**config.mk**
```make
export PLATFORM = sky130hd
export DESIGN_NAME = msc_sys_ctrl
export DESIGN_NICKNAME = d
export VERILOG_FILES = /design/src/include/msc_pkg.sv /design/src/rtl/msc_sys_ctrl.sv
export SDC_FILE = /design/constraint.sdc
export NUM_CORES = 1
export LEC_CHECK = 0
export ABC_CLOCK_PERIOD_IN_PS = 4310
export BUFFER_PORTS_ARGS = -buffer_cell sky130_fd_sc_hd__buf_2
export CORE_UTILIZATION = 55
export DETAILED_ROUTE_END_ITERATION = 10
export GPL_TIMING_DRIVEN = 0
export HOLD_SLACK_MARGIN = 0.06
export PLACE_DENSITY = 0.74
export SYNTH_ARGS = -nofsm -noshare
export SYNTH_HDL_FRONTEND = slang
export SYNTH_SLANG_ARGS = --single-unit
```
**constraint.sdc**
```tcl
create_clock -name core_clk_i -period 4.31 [get_ports core_clk_i]
set_input_delay 0.862 -clock core_clk_i [delete_from_list [all_inputs] [get_ports core_clk_i]]
set_output_delay 0.862 -clock core_clk_i [all_outputs]
set_load 0.05 [all_outputs]
```
**src/include/msc_pkg.sv**
```systemverilog
// System-control constants: register map, vectors, timing, field positions.
// Assumes a 10 MHz core clock and a 5-bit special-register address.
package msc_pkg;
    localparam int CLK_HZ = 10000000;
    localparam int AW = 5;
    localparam int DW = 4;
    // Register offsets
    localparam logic [4:0] ADR_STATUS = 5'h00;
    localparam logic [4:0] ADR_LOW = 5'h08;
    localparam logic [4:0] ADR_ACTL = 5'h09;
    localparam logic [4:0] ADR_MID = 5'h0A;
    localparam logic [4:0] ADR_HIGH = 5'h0B;
    localparam logic [4:0] ADR_LVCTL = 5'h13;
    localparam logic [4:0] ADR_LVSEL = 5'h14;
    localparam logic [4:0] ADR_DROMH = 5'h1D;
    // Field positions
    localparam int B_ZF = 0;
    localparam int B_CF = 1;
    localparam int B_IRQF = 2;
    localparam int B_AEN = 0;
    localparam int B_GIE = 1;
    localparam int B_LVEN = 0;
    localparam int B_LVFLG = 1;
    // Program entry points
    localparam logic [11:0] VEC_RESET = 12'h000;
    localparam logic [11:0] VEC_WAKE = 12'h004;
    localparam logic [11:0] VEC_INT = 12'h008;
    // Audio rates and period counts
    localparam int RATE_HZ = 32768;
    localparam int RATE2_HZ = 65536;
    localparam int PW = 9;
    localparam logic [8:0] PER_NORM = 9'(CLK_HZ / RATE_HZ);
    localparam logic [8:0] PER_DBL = 9'(CLK_HZ / RATE2_HZ);
    // Restart delay after wake or reset
    localparam int RESTART_CYCLES = 64;
    localparam logic [5:0] RESTART_LAST = 6'(RESTART_CYCLES - 1);
    // Watchdog length in cycles and counter width
    localparam int WDT_LEN = 256 * 256 * 16;
    localparam int WDT_W = 21;
    localparam int SW = 12;
    typedef enum logic [1:0] {
        ST_RUN = 2'b00,
        ST_HALT = 2'b01,
        ST_RESTART = 2'b10
    } msc_state_t;
endpackage

```
**src/rtl/msc_sys_ctrl.sv**
```systemverilog
// System control of a 4-bit speech controller: vectors, halt, wake, watchdog,
// audio interrupt, supply detect and audio sample assembly.
// Assumes core, pins and comparator sit outside; options are static straps.
`timescale 1ns/1ps
`default_nettype none
module msc_sys_ctrl
    import msc_pkg::*;
#(
    parameter int WDT_CYCLES = WDT_LEN
)(
    input wire logic core_clk_i,
    input wire logic rst_i,
    input wire logic ce_i,
    input wire logic [4:0] reg_addr_i,
    input wire logic [3:0] reg_wdata_i,
    input wire logic reg_wr_i,
    input wire logic reg_rd_i,
    output logic [3:0] reg_rdata_o,
    input wire logic halt_exec_i,
    input wire logic instr_boundary_i,
    input wire logic irq_return_i,
    input wire logic alu_flag_we_i,
    input wire logic alu_carry_i,
    input wire logic alu_zero_i,
    input wire logic [3:0] wake_port_pins_i,
    input wire logic [3:0] wake_enable_i,
    input wire logic wdt_enable_i,
    input wire logic double_rate_option_i,
    input wire logic dac_output_option_i,
    input wire logic ten_bit_option_i,
    input wire logic twelve_bit_option_i,
    input wire logic supply_below_i,
    output logic pc_load_o,
    output logic [11:0] pc_vector_o,
    output logic core_run_o,
    output logic sys_clk_en_o,
    output logic irq_req_o,
    output logic carry_flag_o,
    output logic zero_flag_o,
    output logic wdt_reset_o,
    output logic low_supply_detect_enable_o,
    output logic [3:0] supply_level_o,
    output logic [11:0] sample_word_o,
    output logic sample_load_o,
    output logic [11:0] dac_data_o,
    output logic speaker_out_plus_o,
    output logic speaker_out_minus_o,
    output logic speaker_oe_o
);

    typedef struct packed {
        msc_state_t st;
        logic [5:0] cnt;
        logic [WDT_W-1:0] wdt;
        logic [PW-1:0] per;
        logic irqf;
        logic cf;
        logic zf;
        logic gie;
        logic aen;
        logic lv_en;
        logic [3:0] lv_sel;
        logic [3:0] low;
        logic [3:0] mid;
        logic [3:0] high;
        logic [SW-1:0] sample;
        logic ld;
        logic in_svc;
        logic pc_load;
        logic [11:0] vec;
        logic run;
        logic irq;
        logic [3:0] rdata;
        logic wdt_rst;
        logic spk_p;
        logic spk_n;
        logic spk_oe;
        logic [3:0] pin_s1;
        logic [3:0] pin_s2;
        logic [3:0] pin_prev;
        logic cmp_s1;
        logic cmp_s2;
        logic lv_flag;
        logic [11:0] dac;
        logic clk_en;
    } msc_regs_t;

    localparam logic [WDT_W-1:0] WDT_LAST = WDT_W'(WDT_CYCLES - 1);

    // Value of all state after any reset
    function automatic msc_regs_t reset_val();
        msc_regs_t r;
        r = '0;
        r.st = ST_RESTART;
        r.vec = VEC_RESET;
        r.spk_oe = 1'b1;
        r.clk_en = 1'b1;
        return r;
    endfunction

    // Assemble the signed sample from high and mid, plus low in 10- and 12-bit modes
    function automatic logic [SW-1:0] pack_sample(
        input logic [3:0] hi,
        input logic [3:0] md,
        input logic [3:0] lo,
        input logic ten,
        input logic twelve
    );
        logic [SW-1:0] s;
        s = '0;
        if (twelve)
        begin
            s = {hi, md, lo};
        end
        else if (ten)
        begin
            s = {2'h0, hi, md, lo[3:2]};
        end
        else
        begin
            s = {4'h0, hi, md};
        end
        return s;
    endfunction

    msc_regs_t q;
    msc_regs_t d;
    logic [PW-1:0] per_last;
    logic wake_edge;
    logic wdt_expire;
    logic [6:0] mag;

    // Period select, wake edge and watchdog expiry
    always_comb
    begin
        per_last = (double_rate_option_i ? PER_DBL : PER_NORM) - 9'h001;
        wake_edge = |(q.pin_s2 & ~q.pin_prev & wake_enable_i);
        wdt_expire = wdt_enable_i && (q.wdt == WDT_LAST);
        mag = {q.high[2:0], q.mid};
    end

    // Next-state logic for the whole block
    always_comb
    begin
        d = q;
        d.pc_load = 1'b0;
        d.ld = 1'b0;
        d.wdt_rst = 1'b0;
        d.rdata = 4'h0;
        // Pin and comparator synchronisers
        d.pin_s1 = wake_port_pins_i;
        d.pin_s2 = q.pin_s1;
        d.pin_prev = q.pin_s2;
        d.cmp_s1 = supply_below_i;
        d.cmp_s2 = q.cmp_s1;
        d.lv_flag = q.lv_en & q.cmp_s2;

        // Register reads, one cycle later
        if (reg_rd_i)
        begin
            if (reg_addr_i == ADR_STATUS)
            begin
                d.rdata = {1'b0, q.irqf, q.cf, q.zf};
            end
            else if (reg_addr_i == ADR_ACTL)
            begin
                d.rdata = {2'h0, q.gie, q.aen};
            end
            else if (reg_addr_i == ADR_LVCTL)
            begin
                d.rdata = {2'h0, q.lv_flag, q.lv_en};
            end
            else if (reg_addr_i == ADR_LVSEL)
            begin
                d.rdata = q.lv_sel;
            end
            else
            begin
                d.rdata = 4'h0;
            end
        end

        // Core flag updates
        if (alu_flag_we_i)
        begin
            d.cf = alu_carry_i;
            d.zf = alu_zero_i;
        end

        // Register writes, ignored while halted
        if (reg_wr_i && q.st != ST_HALT)
        begin
            if (reg_addr_i == ADR_STATUS)
            begin
                d.cf = reg_wdata_i[B_CF];
                d.zf = reg_wdata_i[B_ZF];
                if (!reg_wdata_i[B_IRQF])
                begin
                    d.irqf = 1'b0;
                end
            end
            else if (reg_addr_i == ADR_LOW)
            begin
                d.low = reg_wdata_i;
            end
            else if (reg_addr_i == ADR_ACTL)
            begin
                d.gie = reg_wdata_i[B_GIE];
                d.aen = reg_wdata_i[B_AEN];
            end
            else if (reg_addr_i == ADR_MID)
            begin
                d.mid = reg_wdata_i;
            end
            else if (reg_addr_i == ADR_HIGH)
            begin
                d.high = reg_wdata_i;
            end
            else if (reg_addr_i == ADR_LVCTL)
            begin
                d.lv_en = reg_wdata_i[B_LVEN];
            end
            else if (reg_addr_i == ADR_LVSEL)
            begin
                d.lv_sel = reg_wdata_i;
            end
            else if (reg_addr_i == ADR_DROMH)
            begin
                d.wdt = '0;
            end
        end

        // Watchdog runs only while the clock runs
        if (q.st != ST_HALT && wdt_enable_i && !(reg_wr_i && reg_addr_i == ADR_DROMH))
        begin
            d.wdt = q.wdt + WDT_W'(1);
        end

        // Audio output period; end of cycle loads sample and sets flag
        if (q.aen && q.st != ST_HALT)
        begin
            if (q.per == per_last)
            begin
                d.per = '0;
                d.irqf = 1'b1;
                d.ld = 1'b1;
                d.sample = pack_sample(q.high, q.mid, q.low, ten_bit_option_i, twelve_bit_option_i);
            end
            else
            begin
                d.per = q.per + 9'h001;
            end
        end
        else
        begin
            d.per = '0;
        end

        // Speaker drive: sign picks the pin, magnitude sets pulse width
        if (q.aen && !dac_output_option_i && q.per < {2'h0, mag})
        begin
            d.spk_p = ~q.high[3];
            d.spk_n = q.high[3];
        end
        else
        begin
            d.spk_p = 1'b0;
            d.spk_n = 1'b0;
        end
        // Interrupt request level
        d.irq = q.gie & q.irqf;
        if (irq_return_i)
        begin
            d.in_svc = 1'b0;
        end

        // Sequencing of run, halt and restart
        case (q.st)
            ST_RUN:
            begin
                d.run = 1'b1;
                if (halt_exec_i)
                begin
                    d.st = ST_HALT;
                    d.run = 1'b0;
                    d.vec = VEC_WAKE;
                    d.pc_load = 1'b1;
                    d.wdt = '0;
                    d.aen = 1'b0;
                    d.spk_p = 1'b0;
                    d.spk_n = 1'b0;
                end
                else if (instr_boundary_i && q.gie && q.irqf && !q.in_svc)
                begin
                    d.vec = VEC_INT;
                    d.pc_load = 1'b1;
                    d.in_svc = 1'b1;
                end
            end
            ST_HALT:
            begin
                d.run = 1'b0;
                if (wake_edge)
                begin
                    d.st = ST_RESTART;
                    d.cnt = '0;
                    d.wdt = '0;
                end
            end
            ST_RESTART:
            begin
                d.run = 1'b0;
                if (q.cnt == RESTART_LAST)
                begin
                    d.st = ST_RUN;
                    d.run = 1'b1;
                    d.pc_load = 1'b1;
                end
                else
                begin
                    d.cnt = q.cnt + 6'h01;
                end
            end
            default:
            begin
                d.st = ST_RESTART;
                d.cnt = '0;
            end
        endcase

        // Watchdog overflow restarts the whole system
        if (wdt_expire)
        begin
            d = reset_val();
            d.wdt_rst = 1'b1;
        end

        // Converter data, clock enable and pin enable follow the next state
        d.dac = dac_output_option_i ? d.sample : 12'h000;
        d.clk_en = (d.st != ST_HALT);
        d.spk_oe = (d.st != ST_HALT);
    end

    // State register; reset beats wake, enable freezes all
    always_ff @(posedge core_clk_i)
    begin
        if (rst_i)
        begin
            q <= reset_val();
        end
        else if (ce_i)
        begin
            q <= d;
        end
    end

    // Outputs straight from the state register
    assign reg_rdata_o = q.rdata;
    assign pc_load_o = q.pc_load;
    assign pc_vector_o = q.vec;
    assign core_run_o = q.run;
    assign sys_clk_en_o = q.clk_en;
    assign irq_req_o = q.irq;
    assign carry_flag_o = q.cf;
    assign zero_flag_o = q.zf;
    assign wdt_reset_o = q.wdt_rst;
    assign low_supply_detect_enable_o = q.lv_en;
    assign supply_level_o = q.lv_sel;
    assign sample_word_o = q.sample;
    assign sample_load_o = q.ld;
    assign dac_data_o = q.dac;
    assign speaker_out_plus_o = q.spk_p;
    assign speaker_out_minus_o = q.spk_n;
    assign speaker_oe_o = q.spk_oe;

endmodule
`default_nettype wire

```
# Word level (Yosys, flattened, before mapping)
# Cells that the tools add are included.
# word_totals
reg_bits	124
elab_cells	171
out_inout_bits	56
in_bits	34
# op_classes
n_eq_ne	23
n_reduce_logical	36
n_bitwise	6
order_cmp	1
n_mux	68
addsub	4
# op_table
op	n
$mux 21	11
$mux 125	1
$mux 4	11
$pmux 21 s2	1
$mux 13	3
$mux 12	3
$mux 29	1
$mux 9	3
$mux 22	1
$add 21x1->21 const B	1
$eq 21x20->1 const B	1
$eq 5x4->1 const B	4
$mux 19	1
$pmux 6 s3	1
$mux 8	2
$reduce_bool 2->1	8
$eq 5x5->1 const B	3
$mux 5	3
$mux 14	1
$mux 2	7
$ne 2x2->1 const B	7
$logic_and 1x1->1	11
$mux 1	11
$mux 10	1
other kinds (34)	41

# Longest topological paths before layout
# Gate-level depths: netlist of run 1.
# logic_depth
word_depth	15
depth_mapped	9
mapped_depth_nobuf	8

# Least setup slack after synthesis of run 1
# OpenSTA, ideal clock, no wires.
# synth_timing
path_kind	input-to-reg
startpoint	in double_rate_option_i
endpoint	reg q, in the netlist dac_data_o[3]
required_time_ns	4.182
setup_time_ns	0.128
path_slack_ns	1.832
n_path_buf	1
arrival_ns	2.350
stages	7
path_cell_list	nor4b_1 > and3_1 > o21ai_0 > nor3b_2 > buf_2 > mux2i_1 > o21ai_0
# synth_between
elab_chain_len	7
# synth_rtl
item	line_no	text
start: declaration	msc_sys_ctrl.sv:28	input wire logic double_rate_option_i,
$mux 9	msc_sys_ctrl.sv:136	per_last = (double_rate_option_i ? PER_DBL : PER_NORM) - 9'h001;
$sub 9x1->9	msc_sys_ctrl.sv:136	
$eq 9x9->1	msc_sys_ctrl.sv:242	if (q.per == per_last)
$mux 13	msc_sys_ctrl.sv:242	
$mux 13	msc_sys_ctrl.sv:240	if (q.aen && q.st != ST_HALT)
$mux 125	msc_sys_ctrl.sv:332	if (wdt_expire)
$mux 12	msc_sys_ctrl.sv:339	d.dac = dac_output_option_i ? d.sample : 12'h000;
end signal: assignment	msc_sys_ctrl.sv:349	q <= reset_val();
end: declaration	msc_sys_ctrl.sv:126	msc_regs_t q;
# No other way between the ends.
# A chain may end at the register's enable or synchronous reset.

==> results of run 1 <==
worst max-delay path, cell delays in order:
cell                       delay [ns]
sky130_fd_sc_hd__clkbuf_1        0.38
sky130_fd_sc_hd__inv_1           0.26
sky130_fd_sc_hd__nor2_1          0.33
sky130_fd_sc_hd__o21ai_2         0.19
sky130_fd_sc_hd__a21oi_1         0.52
sky130_fd_sc_hd__clkbuf_1        0.48
sky130_fd_sc_hd__a21oi_1         0.15
sky130_fd_sc_hd__mux2i_1         0.16
worst max-delay path by stage:
stage / cells after the start / slack (ns) / end
final: 8 / 1.43 / q[105]
after global routing: 8 / 1.28 / q[99]
after global placement: 8 / 1.11 / q[108]
after detailed placement: 8 / 1.00 / q[99]
after floorplan: 7 / 1.83 / dac_data_o[3]
after CTS: 8 / 1.53 / q[99]
layout make-up:
type / count / area (um^2) / share of cell area [%]
repair buffers: 77 / 385.4 / 5.372
plain buffers: 77 / 467.9 / 6.524
flip-flops and latches: 114 / 2282 / 31.82
clock buffers: 19 / 431.7 / 6.018
inverters: 19 / 71.32 / 0.9942
clock inverters: 13 / 183.9 / 2.564
well taps: 136 / 170.2 / 2.372
multi-input cells: 530 / 3181 / 44.34
cells by family (layout without fill, tap and decap cells):
kind of cell	count (synthesis)	count (layout)	share of synthesized area, %
simple gates	282	282	23.86
compound gates	180	180	18.55
flops	114	114	38.24
buf+inv	96	205	9.036
mux	44	44	7.379
fa+ha+maj	13	13	2.725
other cells	1	10	0.06283
xor+xnor	1	1	0.1468
sequential cells by signal, summed over array words and instances (netlist names), 2 cells and up:
signal / cells
sample_word_o: 12
pc_vector_o: 2
q: 62
reg_rdata_o: 4
dac_data_o: 12
supply_level_o: 4
mag: 7
power groups by stage:
stage                     clock, mW  combinational [mW]  sequential, mW
after global placement            0               0.158            1.09
after floorplan                   0               0.105            1.09
after detailed placement          0               0.162            1.09
after global routing           1.54               0.178            1.07
after CTS                      1.47               0.163            1.07
final                          1.47               0.166            1.07
layer usage:
| metal | track usage (%) | vias up |
|---|---|---|
| li1 | - | 2782 |
| met1 | 36.29 | 2762 |
| met2 | 49.58 | 229 |
| met3 | 6.438 | 35 |
| met4 | 13.00 | 0 |
| met5 | 0 | - |
synth_stat cells (3+ instances only):
cell type / number / area [um^2]
sky130_fd_sc_hd__a211o_1: 3 / 26.28
sky130_fd_sc_hd__a21o_1: 6 / 45.04
sky130_fd_sc_hd__a21oi_1: 46 / 230.2
sky130_fd_sc_hd__a22o_1: 5 / 43.79
sky130_fd_sc_hd__a22oi_1: 16 / 120.1
sky130_fd_sc_hd__a31oi_1: 11 / 68.82
sky130_fd_sc_hd__a32oi_1: 3 / 26.28
sky130_fd_sc_hd__and2_1: 9 / 56.30
sky130_fd_sc_hd__and3_1: 14 / 87.58
sky130_fd_sc_hd__and4_1: 3 / 26.28
sky130_fd_sc_hd__buf_4: 45 / 337.8
sky130_fd_sc_hd__clkbuf_1: 29 / 108.9
sky130_fd_sc_hd__dfxtp_1: 114 / 2282
sky130_fd_sc_hd__ha_1: 13 / 162.7
sky130_fd_sc_hd__inv_1: 19 / 71.32
sky130_fd_sc_hd__mux2i_1: 44 / 440.4
sky130_fd_sc_hd__nand2_1: 93 / 349.1
sky130_fd_sc_hd__nand2b_1: 7 / 43.79
sky130_fd_sc_hd__nand3_1: 22 / 110.1
sky130_fd_sc_hd__nand3b_1: 4 / 30.03
sky130_fd_sc_hd__nand4_1: 12 / 75.07
sky130_fd_sc_hd__nor2_1: 61 / 229.0
sky130_fd_sc_hd__nor2b_1: 10 / 62.56
sky130_fd_sc_hd__nor3_1: 12 / 60.06
sky130_fd_sc_hd__nor3b_1: 6 / 45.04
sky130_fd_sc_hd__nor4_1: 5 / 31.28
sky130_fd_sc_hd__o211ai_1: 3 / 22.52
sky130_fd_sc_hd__o21ai_0: 58 / 290.3
sky130_fd_sc_hd__o21ai_1: 4 / 20.02
sky130_fd_sc_hd__or3_1: 8 / 50.05
sky130_fd_sc_hd__or4_1: 3 / 22.52
stage by stage:
stage / hold slack, ns / worst slack [ns] / area, um^2
after floorplan: 0.4263 / 1.832 / 6002
after global placement: 0.4368 / 1.111 / 6558
after detailed placement: 0.4484 / 1.002 / 6558
after CTS: 0.4632 / 1.532 / 7173
after global routing: 0.4738 / 1.279 / 7173
final: 0.4604 / 1.428 / 7173
==> results.txt, run 1 <==
----------------------------------------------------
[Layout]
  Fraction of final layout cells with drive strength greater than 1 ... 19.55%
  Final design utilization ... 68.86%
  Commonest non-fill, non-tap cells in the layout ... sky130_fd_sc_hd__dfxtp_1 (114), sky130_fd_sc_hd__nand2_1 (93), sky130_fd_sc_hd__buf_2 (79)
  Area growth, synth to finish ... 20.19%
  Post-layout nets ... 883
  Leading cell type in the layout, fill and taps excluded ... sky130_fd_sc_hd__dfxtp_1
  Number of diodes ... 0
  Number of non-filler instances in the completed layout ... 985
  Number of fill cells ... 893

[Global routing]
  First-pass GRT wire length ... 25,990 um
  Vias in the first global route ... 5,410
  Largest net degree at the start of global routing ... 17
  Total GRT Usage ... 29.57%
  Antenna violations before repair ... 0
  Overflow after GRT ... 0

[Setup path]
  Critical path class ... in2reg
  Crit Reg-Reg Startpoint ... q[124]
  Endpoint of the worst-slack reg-to-reg timing path ... q[105]
  Highest fanout seen on the critical path ... 10
  Worst reg-to-reg path cell count ... 8
  Register-to-register setup slack ... 1.54 ns
  Element type at the critical path start ... primary input
  Critical path capture point type ... register
  Arrival time at the worst endpoint ... 3.34 ns
  Required time of the worst setup path ... 4.77 ns
  Crit. Startpoint ... ce_i

[Floorplan]
  Initial core utilization ... 57.30%
  Overall die area ... 11,270 um^2
  DIE HEIGHT ... 106.2 um
  Core Box Area ... 10,420 um^2
  Die Span X ... 106.2 um
  Floorplan row count ... 37
  I/O pins ... 90

[Logic synthesis]
  Average cell area after synthesis ... 8.164 um^2
  Number of synthesized flops with an enable pin ... 0
  Synth Warn # ... 0
  Synth Register Bits ... 114
  Proportion of synthesized chip area in sequential cells ... 38.24%
  Leading register cell type out of synthesis ... sky130_fd_sc_hd__dfxtp_1
  Async set or reset register ratio after synthesis ... 0%
  Cell count after synthesis ... 731
  Post-synth cell types ... 65
  Cell area after synthesis ... 5968 um^2

[Pwr]
  Sequential share of power ... 39.5%
  Overall power consumption ... 2.708 mW
  Standby leakage power ... 3.050 nW
  Power spent charging and discharging nets ... 0.6429 mW
  Power per standard cell area ... 377.6 nW/um^2
  Worst VDD drop ... 0.2306 mV
  Logic gate share of total power ... 6.1%
  Cell internal pwr ... 2.065 mW
  Switching share of total power ... 23.74%
  Clock power frac ... 54.3%

[Clocking]
  CTS Hold Bufs ... 0
  Root Buffer ... sky130_fd_sc_hd__clkbuf_8
  Total CTS buffers ... 17
  Max H-tree Level ... 4
  Clock input transition at the sequential cells of the worst setup and hold paths ... 0.06 ns
  Post-CTS sizing ... 0
  Number of sinks driven by the clock tree ... 114
  Latest clock arrival within the worst-skew pair ... 0.54 ns
  CTS tree ... done
  Number of buffers on the longest clock path ... 2
  Number of buffers inserted by post-CTS setup repair ... 0

[Hold path]
  Worst Hold Path EP ... dac_data_o[8]
  Min-Delay Path Depth ... 2
  Hold path start ... dac_data_o[8]
  Worst min-delay path class ... reg2reg

[STA]
  Worst slew pin tran ... 0.9374 ns
  Final total negative setup slack ... 0 ns
  Setup skew after layout ... 0.009996 ns
  Max Transition Viols Final ... 0
  Unrepaired setup endpoints after global routing ... no
  Post-layout minimum cycle time ... 2.882 ns
  Final clock period utilization by the worst path ... 66.87%
  Max Fclk ... 0.3469 GHz
  Setup Viol. Count Final ... 0
  Final-report hold violation count ... 0
  Normalized max-slew margin ... 37.51%

[Drt]
  Total number of vias ... 5,808
  Via count normalized by instance count ... 5.896
  Antenna-violating nets left ... 0
  Final Routed Wirelength ... 16,190 um
  DRT Pass-1 Iters ... 5
  Drt drc ... 0
  Metal2 WL ... 7873 um
  DRC marker count from the first detailed-route iteration ... 397
  Highest layer used for signal routing ... met4
  Wire length per cell ... 16.44 um
  Met3 wire len ... 1099 um
  M1 WL ... 6897 um

[Status]
  Status ... finished clean

[Job]
  # Max-Cap Violations ... 0

[Placement]
  Number of input and output port buffers inserted ... 77
  Placed cell count ... 953
  Global placement routability congestion ... 0.8834
  DP Wirelength ... 11,830 um

----------------------------------------------------
No activity file was read; power rests on OpenSTA's default activity.
==> inputs of run 2 (changes only) <==
--- a/config.mk
+++ b/config.mk
@@ -5,9 +5,9 @@
 export SDC_FILE = /design/constraint.sdc
 export NUM_CORES = 1
 export LEC_CHECK = 0
-export ABC_CLOCK_PERIOD_IN_PS = 4310
+export ABC_CLOCK_PERIOD_IN_PS = 2300
 export BUFFER_PORTS_ARGS = -buffer_cell sky130_fd_sc_hd__buf_2
-export CORE_UTILIZATION = 55
+export CORE_UTILIZATION = 52
 export DETAILED_ROUTE_END_ITERATION = 10
 export GPL_TIMING_DRIVEN = 0
 export HOLD_SLACK_MARGIN = 0.06
==> constraint.sdc (replaced) <==
create_clock -name core_clk_i -period 2.3 [get_ports core_clk_i]
set_input_delay 0.46 -clock core_clk_i [delete_from_list [all_inputs] [get_ports core_clk_i]]
set_output_delay 0.46 -clock core_clk_i [all_outputs]
set_load 0.05 [all_outputs]
==> results.txt, run 2 (synthesis results as in run 1) <==
----------------------------------------------------
[Status]
  Status ... finished clean

[Clocking]
  Max H-tree Level ... 4 (unchanged)
  Root Buffer ... sky130_fd_sc_hd__clkbuf_16
  CTS tree ... done
  Clock input transition at the sequential cells of the worst setup and hold paths ... 0.05 ns (about the same)
  Number of buffers on the longest clock path ... 2 (unchanged)
  Total CTS buffers ... 17 (unchanged)
  Latest clock arrival within the worst-skew pair ... 0.43 ns (-0.11 ns)
  Number of sinks driven by the clock tree ... 114 (unchanged)

[Placement]
  Number of input and output port buffers inserted ... 77 (unchanged)
  Dpl cell area ... 6563 um^2 (about the same)
  Global placement routability congestion ... 0.8764 (-0.79%)
  DP Wirelength ... 11,720 um (-0.90%)
  Placed cell count ... 957 (+0.42%)

[Setup path]
  Arrival time at the worst endpoint ... 2.59 ns (-0.75 ns)
  Slowest-stage cell, CP ... sky130_fd_sc_hd__dfxtp_1
  Critical path capture point type ... register
  Element type at the critical path start ... register
  Required time of the worst setup path ... 2.60 ns (-2.17 ns)
  Highest fanout seen on the critical path ... 10 (unchanged)
  Critical Path Most Common Cell ... sky130_fd_sc_hd__buf_4
  Peak per-stage delay on the critical path ... 0.44 ns (-0.08 ns)
  Buffer and inverter count on the worst path ... 2 (-1)
  Cell chain of the critical path ... nand4_1 > buf_4 > nor4_4 > buf_4 > nand2_1 > and3_1 > mux2i_1 > nor2_1
  Critical path class ... reg2reg
  Family with the most delay on the worst path ... simple AND/OR/NAND/NOR gates

[Layout]
  Number of diodes ... 0 (unchanged)
  Commonest non-fill, non-tap cells in the layout ... sky130_fd_sc_hd__dfxtp_1 (107), sky130_fd_sc_hd__nand2_1 (93), sky130_fd_sc_hd__buf_2 (79)
  Post-layout nets ... 899 (+1.8%)
  Largest reg by FF count ... q
  Post-route cell area ... 7371 um^2 (+2.8%)
  Number of flip-flops in the largest register ... 62 (unchanged)
  Number of fill cells ... 921 (+3.1%)
  Fraction of final layout cells with drive strength greater than 1 ... 24.05% (+4.5 points)
  Number of non-filler instances in the completed layout ... 1,005 (+2.0%)
  Area growth, synth to finish ... 23.50%
  Leading cell type in the layout, fill and taps excluded ... sky130_fd_sc_hd__dfxtp_1

[STA]
  Max Fclk ... 0.4365 GHz
  Final-report hold violation count ... 0 (unchanged)
  Final clock period utilization by the worst path ... 99.60%
  Post-layout minimum cycle time ... 2.291 ns
  Setup skew after layout ... 0.008734 ns (-0.001262 ns)
  Normalized max-slew margin ... 53.62% (+16 points)
  Max Transition Viols Final ... 0 (unchanged)
  Worst slew pin tran ... 0.6932 ns (-0.2442 ns)
  Setup Viol. Count Final ... 0 (unchanged)

[Drt]
  Wire length per cell ... 16.57 um (+0.76%)
  Drt drc ... 0 (unchanged)
  DRT Pass-1 Iters ... 5 (unchanged)
  DRC marker count from the first detailed-route iteration ... 528 (+33%)
  Via count normalized by instance count ... 5.834 (-1.1%)
  Final Routed Wirelength ... 16,650 um (+2.8%)
  Antenna-violating nets left ... 0 (unchanged)
  Total number of vias ... 5,863 (+0.95%)

[Global routing]
  Overflow after GRT ... 0 (unchanged)
  Antenna violations before repair ... 0 (unchanged)
  Total GRT Usage ... 29.20% (-0.37 points)
  First-pass GRT wire length ... 26,520 um (+2.0%)
  Vias in the first global route ... 5,593 (+3.4%)
  Largest net degree at the start of global routing ... 17 (unchanged)

[Floorplan]
  DIE HEIGHT ... 109.1 um (+2.8%)
  I/O pins ... 90 (unchanged)
  Initial core utilization ... 54.11% (-3.2 points)
  Floorplan row count ... 38 (+2.7%)
  Die Span X ... 109.1 um (+2.8%)
  Overall die area ... 11,910 um^2 (+5.7%)
  Core Box Area ... 11,030 um^2 (+5.9%)

[Pwr]
  Standby leakage power ... 3.160 nW (+3.6%)
  Power per standard cell area ... 647.5 nW/um^2 (+72%)
  Worst VDD drop ... 0.5481 mV (+140%)

[Job]
  # Max-Cap Violations ... 0 (unchanged)

[Hold path]
  Worst min-delay path class ... in2reg

----------------------------------------------------
==> run 2: what timing repair did <==
action	CTS	global route
endpoints found under the setup margin	76	69
hold endpoints to repair	0	0
hold buffers	0	0
cloned	0	0
buffers inserted	7	10
gates resized for setup	19	28
pin swaps	5	7
==> run 2: per-layer routing <==
layer	routed length [um]	vias up	track usage [%]
met4	562	0	15.64
met3	1077	62	5.858
met1	6842	2752	34.25
met5	0	-	0
met2	8165	242	49.87
li1	-	2807	-
==> run 2: where the power goes <==
group | switching, mW | leakage, nW | internal, mW
combinational | 0.226 | 1.98 | 0.0989
sequential | 0.0134 | 0.923 | 1.99
clock | 0.916 | 0.262 | 1.53
==> run 2: final timing paths <==
path                  startpoint                  to  slack, ns  cells past startpoint
min          wake_port_pins_i[1]               q[25]       0.27                      3
max reg2reg               q[103]               q[74]      0.009                      8
min reg2reg   speaker_out_plus_o  speaker_out_plus_o       0.45                      2
max                       q[103]               q[74]      0.009                      8
==> run 2: area by class of cell <==
cell class                      instances  area [um^2]  share of cell area (%)
Sequential cell                       114         2293                   31.12
Timing Repair Buffer                   94        513.0                   6.960
Clock buffer                           22        464.2                   6.298
Inverter                               19        71.32                  0.9676
Clock inverter                         10        85.08                   1.154
Buffer                                 76        484.2                   6.569
Tap cell                              140        175.2                   2.377
Multi-Input combinational cell        530         3284                   44.56
==> run 2: through the flow <==
| step | worst slack [ns] | power (mW) | hold WS, ns | util (%) | setup TNS, ns |
|---|---|---|---|---|---|
| after floorplan | 0.1901 | 2.247 | 0.4263 | - | 0 |
| after global placement | -0.4967 | 2.342 | 0.4389 | 59.49 | -21.91 |
| after detailed placement | -0.5652 | 2.350 | 0.4423 | 59.49 | -25.58 |
| after CTS | 0.005774 | 4.783 | 0.2627 | 65.47 | 0 |
| after global routing | -0.03248 | 4.890 | 0.3092 | 66.82 | -0.07473 |
| final | 0.009127 | 4.773 | 0.2727 | 66.82 | 0 |
==> run 2: worst register-to-register path: stages (launching register included) <==
cell and delay (ns):
sky130_fd_sc_hd__dfxtp_1 0.44, sky130_fd_sc_hd__nand4_1 0.17, sky130_fd_sc_hd__buf_4 0.18, sky130_fd_sc_hd__nor4_4 0.28, sky130_fd_sc_hd__buf_4 0.20, sky130_fd_sc_hd__nand2_1 0.28, sky130_fd_sc_hd__and3_1 0.37, sky130_fd_sc_hd__mux2i_1 0.18
sky130_fd_sc_hd__nor2_1 0.06
==> inputs of run 3 (changes only) <==
--- a/config.mk
+++ b/config.mk
@@ -7,11 +7,12 @@
 export LEC_CHECK = 0
 export ABC_CLOCK_PERIOD_IN_PS = 2300
 export BUFFER_PORTS_ARGS = -buffer_cell sky130_fd_sc_hd__buf_2
-export CORE_UTILIZATION = 52
+export CORE_UTILIZATION = 28
+export CTS_CLUSTER_SIZE = 14
 export DETAILED_ROUTE_END_ITERATION = 10
 export GPL_TIMING_DRIVEN = 0
 export HOLD_SLACK_MARGIN = 0.06
-export PLACE_DENSITY = 0.74
+export PLACE_DENSITY = 0.44
 export SYNTH_ARGS = -nofsm -noshare
 export SYNTH_HDL_FRONTEND = slang
 export SYNTH_SLANG_ARGS = --single-unit
==> results.txt, run 3 (synthesis results as in run 1) <==
----------------------------------------------------
[Status]
  Status ... finished clean

[STA]
  Final-report hold violation count ... 0 (unchanged)
  Setup Viol. Count Final ... 0 (unchanged)
  WHS ... 0.2684 ns (-0.004283 ns)
  Normalized max-slew margin ... 52.77% (-0.84 points)
  Setup skew after layout ... 0.01184 ns (+0.003101 ns)
  Post-layout minimum cycle time ... 2.238 ns (-0.05309 ns)
  Unrepaired setup endpoints after global routing ... yes
  Worst slew pin tran ... 0.7084 ns (+0.01521 ns)
  Final clock period utilization by the worst path ... 97.29% (-2.3 points)
  Max Transition Viols Final ... 0 (unchanged)
  Final total negative setup slack ... 0 ns (unchanged)
  Max Fclk ... 0.4469 GHz (+2.4%)

[Setup path]
  Crit Reg-Reg Startpoint ... q[96]
  Family with the most delay on the worst path ... simple AND/OR/NAND/NOR gates
  Critical path capture point type ... register
  Endpoint of the worst-slack reg-to-reg timing path ... supply_level_o[1]
  Worst reg-to-reg path cell count ... 8 (unchanged)
  Cell chain of the critical path ... ha_2 > nand4_1 > or3_4 > nor2_8 > buf_4 > o21ai_1 > nand3b_1 > a21oi_1
  Buffer and inverter count on the worst path ... 1 (-1)
  Critical path class ... reg2reg
  Required time of the worst setup path ... 2.64 ns (+0.04 ns)
  Element type at the critical path start ... register
  Slowest-stage cell, CP ... sky130_fd_sc_hd__or3_4
  Register-to-register setup slack ... 0.06 ns (+0.05 ns)
  Highest fanout seen on the critical path ... 6 (-4)
  Arrival time at the worst endpoint ... 2.58 ns (about the same)
  Peak per-stage delay on the critical path ... 0.49 ns (+0.05 ns)

[Placement]
  Number of input and output port buffers inserted ... 77 (unchanged)
  DP Wirelength ... 13,280 um (+13%)
  Global placement routability congestion ... 0.8190 (-6.5%)
  Dpl cell area ... 6731 um^2 (+2.6%)
  Placed cell count ... 1,092 (+14%)

[Layout]
  Number of flip-flops in the largest register ... 62 (unchanged)
  Number of fill cells ... 2,239 (+140%)
  Commonest non-fill, non-tap cells in the layout ... sky130_fd_sc_hd__dfxtp_1 (106), sky130_fd_sc_hd__nand2_1 (92), sky130_fd_sc_hd__buf_2 (78)
  Largest reg by FF count ... q
  Area occupied by multi-input gates ... 3298 um^2 (+0.42%)
  Area growth, synth to finish ... 27.48%
  Post-layout nets ... 895 (-0.44%)
  Number of non-filler instances in the completed layout ... 1,137 (+13%)
  Fraction of final layout cells with drive strength greater than 1 ... 24.97% (+0.92 points)
  Post-route cell area ... 7609 um^2 (+3.2%)
  Sequential cell area in the final layout ... 2295 um^2 (about the same)
  Leading cell type in the layout, fill and taps excluded ... sky130_fd_sc_hd__dfxtp_1

[Pwr]
  Cell internal pwr ... 3.867 mW (+6.9%)
  Worst VDD drop ... 0.4895 mV (-11%)
  Power spent charging and discharging nets ... 1.280 mW (+11%)
  Power per standard cell area ... 676.5 nW/um^2 (+4.5%)
  Logic gate share of total power ... 6.4% (-0.4 points)
  Clock power frac ... 54.6% (+3.4 points)
  Overall power consumption ... 5.147 mW (+7.8%)
  Standby leakage power ... 3.170 nW (+0.31%)
  Sequential share of power ... 38.9% (-3.1 points)
  Switching share of total power ... 24.86% (+0.64 points)

[Floorplan]
  Overall die area ... 21,900 um^2 (+84%)
  Die Span X ... 148.0 um (+36%)
  I/O pins ... 90 (unchanged)
  Initial core utilization ... 28.48% (-26 points)
  DIE HEIGHT ... 148.0 um (+36%)
  Core Box Area ... 20,960 um^2 (+90%)
  Floorplan row count ... 53 (+39%)

[Hold path]
  Hold path start ... wake_port_pins_i[0]
  Worst Hold Path EP ... q[24]
  Min-Delay Path Depth ... 3 (unchanged)
  Worst min-delay path class ... in2reg

[Global routing]
  Global-route met3 utilization ... 3.951% (-1.9 points)
  Most congested layer reported by global routing ... met2
  Overflow after GRT ... 0 (unchanged)
  Vias in the first global route ... 5,111 (-8.6%)
  Routing usage on met2 ... 27.23% (-23 points)
  Antenna violations before repair ... 2 (+2)
  First-pass GRT wire length ... 28,890 um (+9.0%)
  Total GRT Usage ... 17.27% (-12 points)
  Routing usage on met1 ... 23.11% (-11 points)
  Largest net degree at the start of global routing ... 17 (unchanged)

[Clocking]
  CTS tree ... done
  Number of sinks driven by the clock tree ... 114 (unchanged)
  Total CTS buffers ... 17 (unchanged)
  Latest clock arrival within the worst-skew pair ... 0.43 ns (about the same)
  Number of buffers on the longest clock path ... 2 (unchanged)
  Root Buffer ... sky130_fd_sc_hd__clkbuf_16
  Max H-tree Level ... 4 (unchanged)
  Clock input transition at the sequential cells of the worst setup and hold paths ... 0.06 ns (about the same)

[Drt]
  Via count normalized by instance count ... 4.885 (-16%)
  DRT Pass-1 Iters ... 8 (+3)
  Drt drc ... 0 (unchanged)
  Total number of vias ... 5,554 (-5.3%)
  Wire length per cell ... 15.95 um (-3.7%)
  DRC marker count from the first detailed-route iteration ... 339 (-36%)
  Final Routed Wirelength ... 18,140 um (+8.9%)
  Antenna-violating nets left ... 0 (unchanged)

[Job]
  # Max-Cap Violations ... 0 (unchanged)

----------------------------------------------------
## run 3: worst max path at each step
stage / start / slack [ns] / end / depth (start not counted)
4_1_cts: q[124] / 0.003 / q[108] / 9
5_1_grt: q[96] / -0.03 / sample_load_o / 8
2_1_floorplan: q[124] / 0.19 / q[103] / 9
6_report: q[96] / 0.06 / supply_level_o[1] / 8
3_3_place_gp: ce_i / -0.90 / q[108] / 8
3_5_place_dp: ce_i / -0.83 / q[108] / 8
## run 3: layer usage
layer  wire length, um  up-vias  share of wire [%]
met5                11        -              0.061
met4               242        2                1.3
met3               778       20                4.3
met2              8206      131                 45
met1              8896     2593                 49
li1                  -     2808                  -
## run 3: layout make-up
class	instances	share of cell area (%)
Tap cell	275	4.522
Clock inverter	13	2.286
Timing Repair Buffer	91	6.446
Inverter	19	0.9373
Clock buffer	19	5.953
Buffer	75	6.315
Antenna cell	1	0.03289
Sequential cell	114	30.16
Multi-Input combinational cell	530	43.35
## run 3: per-stage QoR
step	utilization, %	setup slack, ns
after floorplan	-	0.1901
after global placement	32.12	-0.9006
after detailed placement	32.12	-0.8285
after CTS	35.71	0.003306
after global routing	36.30	-0.03500
final	36.31	0.06222
## run 3: worst reg2reg max path, stage by stage (launching register included)
cell and delay, ns:
sky130_fd_sc_hd__dfxtp_2 0.36, sky130_fd_sc_hd__ha_2 0.21, sky130_fd_sc_hd__nand4_1 0.15, sky130_fd_sc_hd__or3_4 0.49, sky130_fd_sc_hd__nor2_8 0.19, sky130_fd_sc_hd__buf_4 0.16
sky130_fd_sc_hd__o21ai_1 0.20, sky130_fd_sc_hd__nand3b_1 0.24, sky130_fd_sc_hd__a21oi_1 0.15
## run 3: repair_timing
item,in CTS,in global routing
buffers inserted,5,9
setup endpoints to repair,96,79
pin swaps,6,6
hold buffers,0,0
resized for setup,27,24
## run 3: power groups by stage
| stage | combinational (mW) | clock, mW | sequential [mW] |
|---|---|---|---|
| after floorplan | 0.196 | 0 | 2.05 |
| after global placement | 0.320 | 0 | 2.05 |
| after detailed placement | 0.319 | 0 | 2.05 |
| after CTS | 0.326 | 2.87 | 2.00 |
| after global routing | 0.361 | 2.98 | 2.00 |
| final | 0.331 | 2.81 | 2.00 |
